## config.mk

```make
export PLATFORM = sky130hd
export DESIGN_NAME = tli_handler
export DESIGN_NICKNAME = d
export VERILOG_FILES = /design/src/hw/tli_pkg.sv /design/src/hw/tli_handler.sv
export VERILOG_INCLUDE_DIRS = /design/src /design/src/hw
export SDC_FILE = /design/constraint.sdc
export NUM_CORES = 1
export LEC_CHECK = 0
export ABC_AREA = 1
export CORE_MARGIN = 2
export CORE_UTILIZATION = 68
export CTS_CLUSTER_SIZE = 14
export DETAILED_ROUTE_END_ITERATION = 16
export DONT_BUFFER_PORTS = 1
export GPL_ROUTABILITY_DRIVEN = 0
export PLACE_DENSITY = 0.84
export SYNTH_ARGS = -nofsm -noshare
export SYNTH_HDL_FRONTEND = slang
export SYNTH_SLANG_ARGS = --single-unit
```

## constraint.sdc

```tcl
create_clock -name CLK_I -period 3.7 [get_ports CLK_I]
set_input_delay 1.11 -clock CLK_I [delete_from_list [all_inputs] [get_ports CLK_I]]
set_output_delay 1.11 -clock CLK_I [all_outputs]
set_load 0.02 [all_outputs]
```

## src/hw/tli_params.svh

```systemverilog
`ifndef TLI_PARAMS_SVH
`define TLI_PARAMS_SVH

// ----------------------------------------
// Sizes
// ----------------------------------------
`define TLI_NSRC 12
`define TLI_AW 4
`define TLI_DW 8
`define TLI_MAIN_N 7
`define TLI_EXT_N 5
`define TLI_NEV 3
`define TLI_VW 16

// ----------------------------------------
// Register offsets
// ----------------------------------------
`define TLI_A_EN_MAIN 4'h0
`define TLI_A_EN_EXT 4'h1
`define TLI_A_PRI_MAIN 4'h2
`define TLI_A_PRI_EXT 4'h3
`define TLI_A_PEND_MAIN 4'h4
`define TLI_A_PEND_EXT 4'h5
`define TLI_A_EVT 4'h6
`define TLI_A_MASK 4'h7
`define TLI_A_LVL 4'h8

// ----------------------------------------
// Fields and constants
// ----------------------------------------
`define TLI_GE_BIT 7
`define TLI_EV_TAKE 0
`define TLI_EV_RET 1
`define TLI_EV_PRE 2
`define TLI_AUTO_CLR 12'h005
`define TLI_VEC_BASE 16'h0003
`define TLI_VEC_SHIFT 3
`define TLI_ONE 12'h001

`endif

```

## src/hw/tli_pkg.sv

```systemverilog
`include "tli_params.svh"

package tli_pkg;

  typedef enum logic {TLI_RUN, TLI_HOLD} tli_phase_type;

  typedef struct packed {
    logic instr_done;
    logic next_multi;
    logic interrupt_return_instr;
  } tli_cpu_type;

  typedef struct packed {
    logic long_call_vector;
    logic [`TLI_VW-1:0] addr;
  } tli_call_type;

  typedef struct packed {
    logic [`TLI_NSRC-1:0] en;
    logic [`TLI_NSRC-1:0] pri;
    logic [`TLI_NSRC-1:0] pend;
    logic global_irq_enable;
    logic ge_win;
    logic [`TLI_NEV-1:0] evt;
    logic [`TLI_NEV-1:0] mask;
    logic act_hi;
    logic act_lo;
    tli_phase_type phase;
    tli_call_type call;
    logic [`TLI_DW-1:0] rdata;
  } tli_state_type;

endpackage : tli_pkg

```

## src/hw/tli_handler.sv

```systemverilog
// The register addresses and the plain strobed port were decided locally.
`timescale 1ns/1ns
`include "tli_params.svh"

module tli_handler (
  input wire logic CLK_I,
  input wire logic ARST_N_I,
  input wire logic [`TLI_NSRC-1:0] SRC_EVENT_I,
  input wire tli_pkg::tli_cpu_type CPU_I,
  input wire logic [`TLI_AW-1:0] ADDR_I,
  input wire logic [`TLI_DW-1:0] WDATA_I,
  input wire logic WR_I,
  input wire logic RD_I,
  output logic [`TLI_DW-1:0] RDATA_O,
  output tli_pkg::tli_call_type CALL_O,
  output logic VEC_REQ_O,
  output logic IRQ_O
);

  // ----------------------------------------
  // Helpers
  // ----------------------------------------
  function automatic logic [3:0] tli_first_idx(input logic [`TLI_NSRC-1:0] v);
    logic [3:0] r;
    r = '0;
    for (int i = `TLI_NSRC - 1; i >= 0; i--)
    begin
      if (v[i])
      begin
        r = 4'(i);
      end
    end
    return r;
  endfunction : tli_first_idx

  // Main byte carries sources 6..0, extended byte sources 11..7
  function automatic logic [`TLI_NSRC-1:0] tli_join(input logic [`TLI_NSRC-1:0] cur,
                                                    input logic [`TLI_DW-1:0] d,
                                                    input logic ext);
    logic [`TLI_NSRC-1:0] r;
    r = cur;
    if (ext)
    begin
      r[`TLI_NSRC-1:`TLI_MAIN_N] = d[`TLI_EXT_N-1:0];
    end
    else
    begin
      r[`TLI_MAIN_N-1:0] = d[`TLI_MAIN_N-1:0];
    end
    return r;
  endfunction : tli_join

  function automatic logic [`TLI_DW-1:0] tli_split(input logic [`TLI_NSRC-1:0] v,
                                                   input logic ext);
    logic [`TLI_DW-1:0] r;
    r = '0;
    if (ext)
    begin
      r[`TLI_EXT_N-1:0] = v[`TLI_NSRC-1:`TLI_MAIN_N];
    end
    else
    begin
      r[`TLI_MAIN_N-1:0] = v[`TLI_MAIN_N-1:0];
    end
    return r;
  endfunction : tli_split

  // ----------------------------------------
  // Request selection
  // ----------------------------------------
  tli_pkg::tli_state_type st_q;
  tli_pkg::tli_state_type st_d;
  logic [`TLI_NSRC-1:0] cand;
  logic [`TLI_NSRC-1:0] hi_set;
  logic [`TLI_NSRC-1:0] lo_set;
  logic [`TLI_NSRC-1:0] pick_set;
  logic [`TLI_NSRC-1:0] pick_one;
  logic [3:0] pick_idx;
  logic hi_ok;
  logic lo_ok;
  logic gate_ok;
  logic take;
  logic [`TLI_NSRC-1:0] sw_set;

  assign cand = st_q.pend & st_q.en;
  assign hi_set = cand & st_q.pri;
  assign lo_set = cand & ~st_q.pri;
  // A high request may nest inside a low routine, never the reverse
  assign hi_ok = !st_q.act_hi && (|hi_set);
  assign lo_ok = !st_q.act_hi && !st_q.act_lo && (|lo_set);
  assign pick_set = hi_ok ? hi_set : (lo_ok ? lo_set : '0);
  assign pick_idx = tli_first_idx(pick_set);
  assign pick_one = `TLI_ONE << pick_idx;
  // Right after a global clear the old enable still counts once, but only
  // when the next instruction is single-cycle; software avoids the race
  assign gate_ok = st_q.global_irq_enable
                 || (st_q.ge_win && !CPU_I.next_multi);
  assign VEC_REQ_O = gate_ok && (hi_ok || lo_ok)
                   && (st_q.phase == tli_pkg::TLI_RUN);
  assign take = CPU_I.instr_done && VEC_REQ_O;
  // Ones written to a pending byte are events of their own
  assign sw_set = !WR_I ? '0
                : (ADDR_I == `TLI_A_PEND_MAIN) ? tli_join('0, WDATA_I, 1'b0)
                : (ADDR_I == `TLI_A_PEND_EXT) ? tli_join('0, WDATA_I, 1'b1)
                : '0;

  // ----------------------------------------
  // Next state
  // ----------------------------------------
  always_comb
  begin
    st_d = st_q;
    st_d.call.long_call_vector = 1'b0;
    st_d.rdata = '0;
    if (CPU_I.instr_done)
    begin
      st_d.ge_win = 1'b0;
    end
    if (WR_I)
    begin
      case (ADDR_I)
        `TLI_A_EN_MAIN:
        begin
          st_d.global_irq_enable = WDATA_I[`TLI_GE_BIT];
          if (st_q.global_irq_enable && !WDATA_I[`TLI_GE_BIT])
          begin
            st_d.ge_win = 1'b1;
          end
          st_d.en = tli_join(st_q.en, WDATA_I, 1'b0);
        end
        `TLI_A_EN_EXT:
        begin
          st_d.en = tli_join(st_q.en, WDATA_I, 1'b1);
        end
        `TLI_A_PRI_MAIN:
        begin
          st_d.pri = tli_join(st_q.pri, WDATA_I, 1'b0);
        end
        `TLI_A_PRI_EXT:
        begin
          st_d.pri = tli_join(st_q.pri, WDATA_I, 1'b1);
        end
        `TLI_A_PEND_MAIN:
        begin
          st_d.pend = tli_join(st_q.pend, WDATA_I, 1'b0);
        end
        `TLI_A_PEND_EXT:
        begin
          st_d.pend = tli_join(st_q.pend, WDATA_I, 1'b1);
        end
        `TLI_A_EVT:
        begin
          st_d.evt = st_q.evt & ~WDATA_I[`TLI_NEV-1:0];
        end
        `TLI_A_MASK:
        begin
          st_d.mask = WDATA_I[`TLI_NEV-1:0];
        end
        default:
        begin
        end
      endcase
    end
    if (take)
    begin
      st_d.call.long_call_vector = 1'b1;
      st_d.call.addr = `TLI_VEC_BASE
                     + (`TLI_VW'(pick_idx) << `TLI_VEC_SHIFT);
      st_d.pend = st_d.pend & ~(pick_one & `TLI_AUTO_CLR);
      st_d.evt[`TLI_EV_TAKE] = 1'b1;
      if (hi_ok)
      begin
        st_d.act_hi = 1'b1;
        st_d.evt[`TLI_EV_PRE] = st_d.evt[`TLI_EV_PRE] | st_q.act_lo;
      end
      else
      begin
        st_d.act_lo = 1'b1;
      end
    end
    else if (CPU_I.interrupt_return_instr)
    begin
      // Return closes the innermost level and holds off one instruction
      if (st_q.act_hi)
      begin
        st_d.act_hi = 1'b0;
      end
      else
      begin
        st_d.act_lo = 1'b0;
      end
      st_d.phase = tli_pkg::TLI_HOLD;
      st_d.evt[`TLI_EV_RET] = 1'b1;
    end
    else if (CPU_I.instr_done && (st_q.phase == tli_pkg::TLI_HOLD))
    begin
      st_d.phase = tli_pkg::TLI_RUN;
    end
    // Hardware events win over a software clear in the same cycle, and a
    // software set counts as an event, so it also beats the auto-clear
    st_d.pend = st_d.pend | SRC_EVENT_I | sw_set;
    if (RD_I)
    begin
      case (ADDR_I)
        `TLI_A_EN_MAIN:
        begin
          st_d.rdata = tli_split(st_q.en, 1'b0);
          st_d.rdata[`TLI_GE_BIT] = st_q.global_irq_enable;
        end
        `TLI_A_EN_EXT: st_d.rdata = tli_split(st_q.en, 1'b1);
        `TLI_A_PRI_MAIN: st_d.rdata = tli_split(st_q.pri, 1'b0);
        `TLI_A_PRI_EXT: st_d.rdata = tli_split(st_q.pri, 1'b1);
        `TLI_A_PEND_MAIN: st_d.rdata = tli_split(st_q.pend, 1'b0);
        `TLI_A_PEND_EXT: st_d.rdata = tli_split(st_q.pend, 1'b1);
        `TLI_A_EVT: st_d.rdata = `TLI_DW'(st_q.evt);
        `TLI_A_MASK: st_d.rdata = `TLI_DW'(st_q.mask);
        `TLI_A_LVL:
        begin
          st_d.rdata = `TLI_DW'({st_q.phase == tli_pkg::TLI_HOLD, st_q.act_hi, st_q.act_lo});
        end
        default: st_d.rdata = '0;
      endcase
    end
  end

  // ----------------------------------------
  // State register
  // ----------------------------------------
  always_ff @(posedge CLK_I or negedge ARST_N_I)
  begin
    if (!ARST_N_I)
    begin
      st_q <= '0;
    end
    else
    begin
      st_q <= st_d;
    end
  end

  assign RDATA_O = st_q.rdata;
  assign CALL_O = st_q.call;
  assign IRQ_O = |(st_q.evt & st_q.mask);
endmodule : tli_handler

```

After elaboration in Yosys (flattened, before gate mapping)
Cells that the tools add are included.
- shift-type cells: 1
- muxes and demuxes: 42
- reduce and logical (&&, ||, !) cells: 33
- add/subtract/negate cells: 1
- eq/ne operators: 11
- bitwise operators: 18
- operators with widths (kind ; number):
    two-way mux 12 bit ; 6
    case mux 12 bit (2 select lines) ; 3
    case mux 8 bit (9 select lines) ; 1
    AND 12 bit ; 4
    two-way mux 4 bit ; 12
    OR 12 bit ; 2
    OR reduction 12 bit ; 2
    two-way mux 20 bit ; 1
    two-way mux 17 bit ; 1
    equality test 4 x 3 -> 1 bit (second input constant) ; 4
    AND reduction 3 bit ; 5
    two-way mux 1 bit ; 12
    inverter 12 bit ; 1
    inverter 3 -> 12 bit ; 1
    AND reduction 2 bit ; 5
    logical AND 1 bit ; 9
    adder 2 x 7 -> 8 bit (first input constant) ; 1
    equality test 4 x 2 -> 1 bit (second input constant) ; 2
    two-way mux 8 bit ; 1
    nonzero test 2 bit ; 4
    AND 3 bit ; 2
    two-way mux 2 bit ; 3
    two-way mux 3 bit ; 2
    inverter 1 bit ; 6
    11 further kinds ; 16
- bits in registers: 72
- input port bits: 31

Logic depth before layout (Yosys ltp)
- depth in word-level cells: 24
- gate-level depth with buffers: 22

Worst setup path before layout
No wires, ideal clock.
- path kind: input port to output port
- start: in CPU_I[1] (netlist bit)
- end: out VEC_REQ_O
- stages: 3
- required time: 2590 ps
- path slack: 909 ps
- arrival: 1681 ps
- path through: o21ai_0 nand2_1 a21oi_1
- cells in the longest elaborated chain, start to end: 5
- RTL lines (what ; line ; source):
    start, declared ; tli_handler.sv:9 ; input wire tli_pkg::tli_cpu_type CPU_I,
    zero test 1 bit ; tli_handler.sv:97 ; || (st_q.ge_win && !CPU_I.next_multi);
    logical AND 1 bit ; tli_handler.sv:97 ;
    logical OR 1 bit ; tli_handler.sv:97 ;
    logical AND 1 bit ; tli_handler.sv:98 ; assign VEC_REQ_O = gate_ok && (hi_ok || lo_ok)
    logical AND 1 bit ; tli_handler.sv:99 ; && (st_q.phase == tli_pkg::TLI_RUN);
    end, declared ; tli_handler.sv:16 ; output logic VEC_REQ_O,
Every way passes these cells.

Final worst setup path
- start: reg st_q[48] (netlist bit)
- end: out VEC_REQ_O
- cells in the longest elaborated chain, start to end: 7
- RTL lines (what ; line ; source):
    start, declared ; tli_handler.sv:71 ; tli_pkg::tli_state_type st_q;
    start signal, assigned ; tli_handler.sv:237 ; st_q <= st_d;
    inverter 12 bit ; tli_handler.sv:87 ; assign lo_set = cand & ~st_q.pri;
    AND 12 bit ; tli_handler.sv:87 ;
    OR reduction 12 bit ; tli_handler.sv:90 ; assign lo_ok = !st_q.act_hi && !st_q.act_lo && (|lo_set);
    logical AND 1 bit ; tli_handler.sv:90 ;
    logical OR 1 bit (*) ; tli_handler.sv:98 ;
    logical AND 1 bit (*) ; tli_handler.sv:98 ;
    logical AND 1 bit (*) ; tli_handler.sv:99 ;
Every way passes the cells marked *; elsewhere a longest branch is shown, timed or not.

==> impl_metrics.toml <==
[sta]
clock.fmax_mhz = 339
whs_ns = 0.447
timing_worst_slew_pin_value_ns = 0.741
timing.final.crit_period_ns = 2.95
finalClockSkew_ns = 0.0112
hold_viol = 0
maxSlewHeadroom_pct = 50.4
setup-tns-final_ns = 0
setup_violations = 0
portion_of_the_clock_cycle_consumed_by_the_worst_path_in_the_final_layout_pct = 79.6
grt_setup_unrepaired = "no"
finalMaxSlewViolations = 0

[setup_path]
cp_data_required_time_ns = 2.59
timing.critical_path.buf_inv = 1
path_cells = "inv_1 -> nand3_1 -> nand2_1 -> nor2_1 -> nand3_2 -> nand2_2 -> a21oi_1"
critical_path.max_fanout = 11
cp_slowest_cell = "a21oi_1"
cp_data_arrival_time_ns = 1.84
start_kind = "flop"
critical_path.endpoint_type = "output pin"
critPathKind = "flop to output pin"
critical-path-max-stage-delay_ns = 0.49
cp_top_family = "compound AO/OA/AOI/OAI gates"

[worst_hold_path]
min_path_type = "primary input to asynchronous set/reset pin"

[die]
die-height_um = 74.8
placementRows = 25
design.portCount = 58
floorplan.die_area_um2 = 5590
initial_utilization_pct = 71.1
floorplan.core_area_um2 = 4790
x_dimension_of_the_die_um = 74.8

[placed_design]
number_of_input_and_output_port_buffers_inserted = 0
dpl.hpwl_um = 6250

[yosys]
yosysSeqAreaShare_pct = 44.8
synth_largest_area_cell = "dfrtp_1"
mappedNetlistArea_um2 = 3400
synthCells = 441
number_of_synthesis_warnings = 0
synth_top_cells_by_area = "dfrtp_1 45%, nand2_1 13%, inv_1 5.6%"
synthDistinctLibCells = 39
synth.avg_cell_area_um2 = 7.72
ys_seq_elements = 61
post-synth-top-area-fraction_pct = 44.8

[global_route]
grt_remaining_overflow = 0
groute.layer.met1.usage_pct = 42.4
wire_length_of_the_first_global_routing_pass_um = 13300
grt-busiest-layer = "met2"
first_global_vias = 2791
met2_routing_resource_usage_after_global_routing_pct = 51.7
grt_antenna_before_repair = 0
grt_util_overall_pct = 32.7
grt_start_max_net_pins = 62
grt_use_met3_pct = 11.5

[final_layout]
most_common_cell_after_layout_fill_and_taps_aside = "nand2_1"
final_net_count = 464
area.growth.synth_to_final_pct = 3.75
post_route_cells_drive_above_1_share_pct = 9.59
insertedDiodeCount = 0
mostFrequentLayoutCells = "114 x nand2_1, 61 x dfrtp_1, 51 x inv_1, 37 x o21ai_0, 31 x nor2_1"

[cts]
clk_latency_ns = 0.35
cts-buffers-inserted = 9
htree_levels = 3
hold_buffers = 0
cts_root_buffer = "clkbuf_8"
tritoncts = "built"
post-cts-setup-buffers = 0
cts.clk_slew.worst_paths_ns = 0.07
clock_tree.buffer_depth = 2
postCtsResizedCells = 0
cts.sinks = 61

[drt]
drt_iter0_drc = 326
via_count_of_the_routed_design = 2997
avgRoutedWirePerCell_um = 16.7
dr.pass1.iters = 5
post_route_ant_nets = 0
route.detailed.vias_per_inst = 5.93
drc = 0
drt_wl_total_um = 8440

[power_and_ir_drop]
cellInternalPower_mw = 1.43
worst_ir_drop_vdd_v = 0.000417
cellPowerDensity_nw_per_um2 = 651
power_switching_mw = 0.874
clock_power_share_pct = 29.3
power.combinational.fraction_pct = 31.4
swShare_pct = 38.0
power_leakage_nw = 1.74
power.sequential.fraction_pct = 39.3

[run]
drv.max_cap_violation_count = 0

[status]
run_status = "completed"
[routing by layer]
metal,share of wire [%],vias up
li1,-,1398
met1,41,1389
met2,46,190
met3,11,20
met4,2.1,0
met5,0,-
[cell families after synthesis]
family	after synthesis	synth area share (%)
compound gates	96	16.8
flops	61	44.8
buf+inv	90	13.5
other cells	1	0.110
mux	2	0.661
simple gates	191	24.2
[per-stage QoR]
step,total power [mW],worst slack (ns),cells,utilization (%),cell area (um^2)
6_report,2.30,0.754,505,73.8,3530
3_3_place_gp,1.59,0.872,489,69.1,3310
3_5_place_dp,1.62,0.824,489,69.1,3310
5_1_grt,2.44,0.645,505,73.8,3530
2_1_floorplan,1.54,0.909,450,-,3440
4_1_cts,2.29,0.791,505,73.8,3530
[power groups by stage]
stage | registers, mW | clock network [mW] | logic, mW
after global placement | 0.906 | 0 | 0.684
after global routing | 0.919 | 0.711 | 0.808
final | 0.905 | 0.673 | 0.721
after detailed placement | 0.914 | 0 | 0.704
after floorplan | 0.853 | 0 | 0.685
after CTS | 0.901 | 0.679 | 0.708
[Yosys cell counts (all sizes together)]
cell,count
a2111oi,1
clkbuf,1
mux2,2
or2,1
a21oi,17
a32o,2
a31oi,1
nand3b,1
o31ai,2
clkinv,2
a41oi,1
nand4,1
o22ai,16
nor2,32
a221oi,3
o21ai,45
nand3,35
nor4,1
conb,1
o211ai,4
nand2,119
a211oi,1
inv,58
nor3,1
o21a,1
dfrtp,61
o21bai,2
buf,29
[worst paths after layout]
check / start / end / slack (ns) / cells after the start
min in group CLK_I: st_q[35] / st_q[34] / 0.49 / 2
max reg2reg: st_q[48] / st_q[38] / 1.11 / 14
min reg2reg: st_q[35] / st_q[34] / 0.49 / 2
min: ARST_N_I / st_q[34] / 0.45 / 0
max in group asynchronous: ARST_N_I / CALL_O[1] / 3.16 / 0
max: st_q[48] / VEC_REQ_O / 0.75 / 7
[registers in the layout, summed over array words and instances (netlist names)]
name and count:
CALL_O 6, st_q 47, RDATA_O 8
[layout make-up]
cell class / instances / area (um^2)
Inverter: 60 / 228
Clock buffer: 12 / 155
Timing Repair Buffer: 2 / 15.0
Multi-Input combinational cell: 299 / 1450
Fill cell: 378 / 1250
Sequential cell: 61 / 1530
Tap cell: 67 / 83.8
Clock inverter: 4 / 70.1
Power figures use the tool's default switching activity.
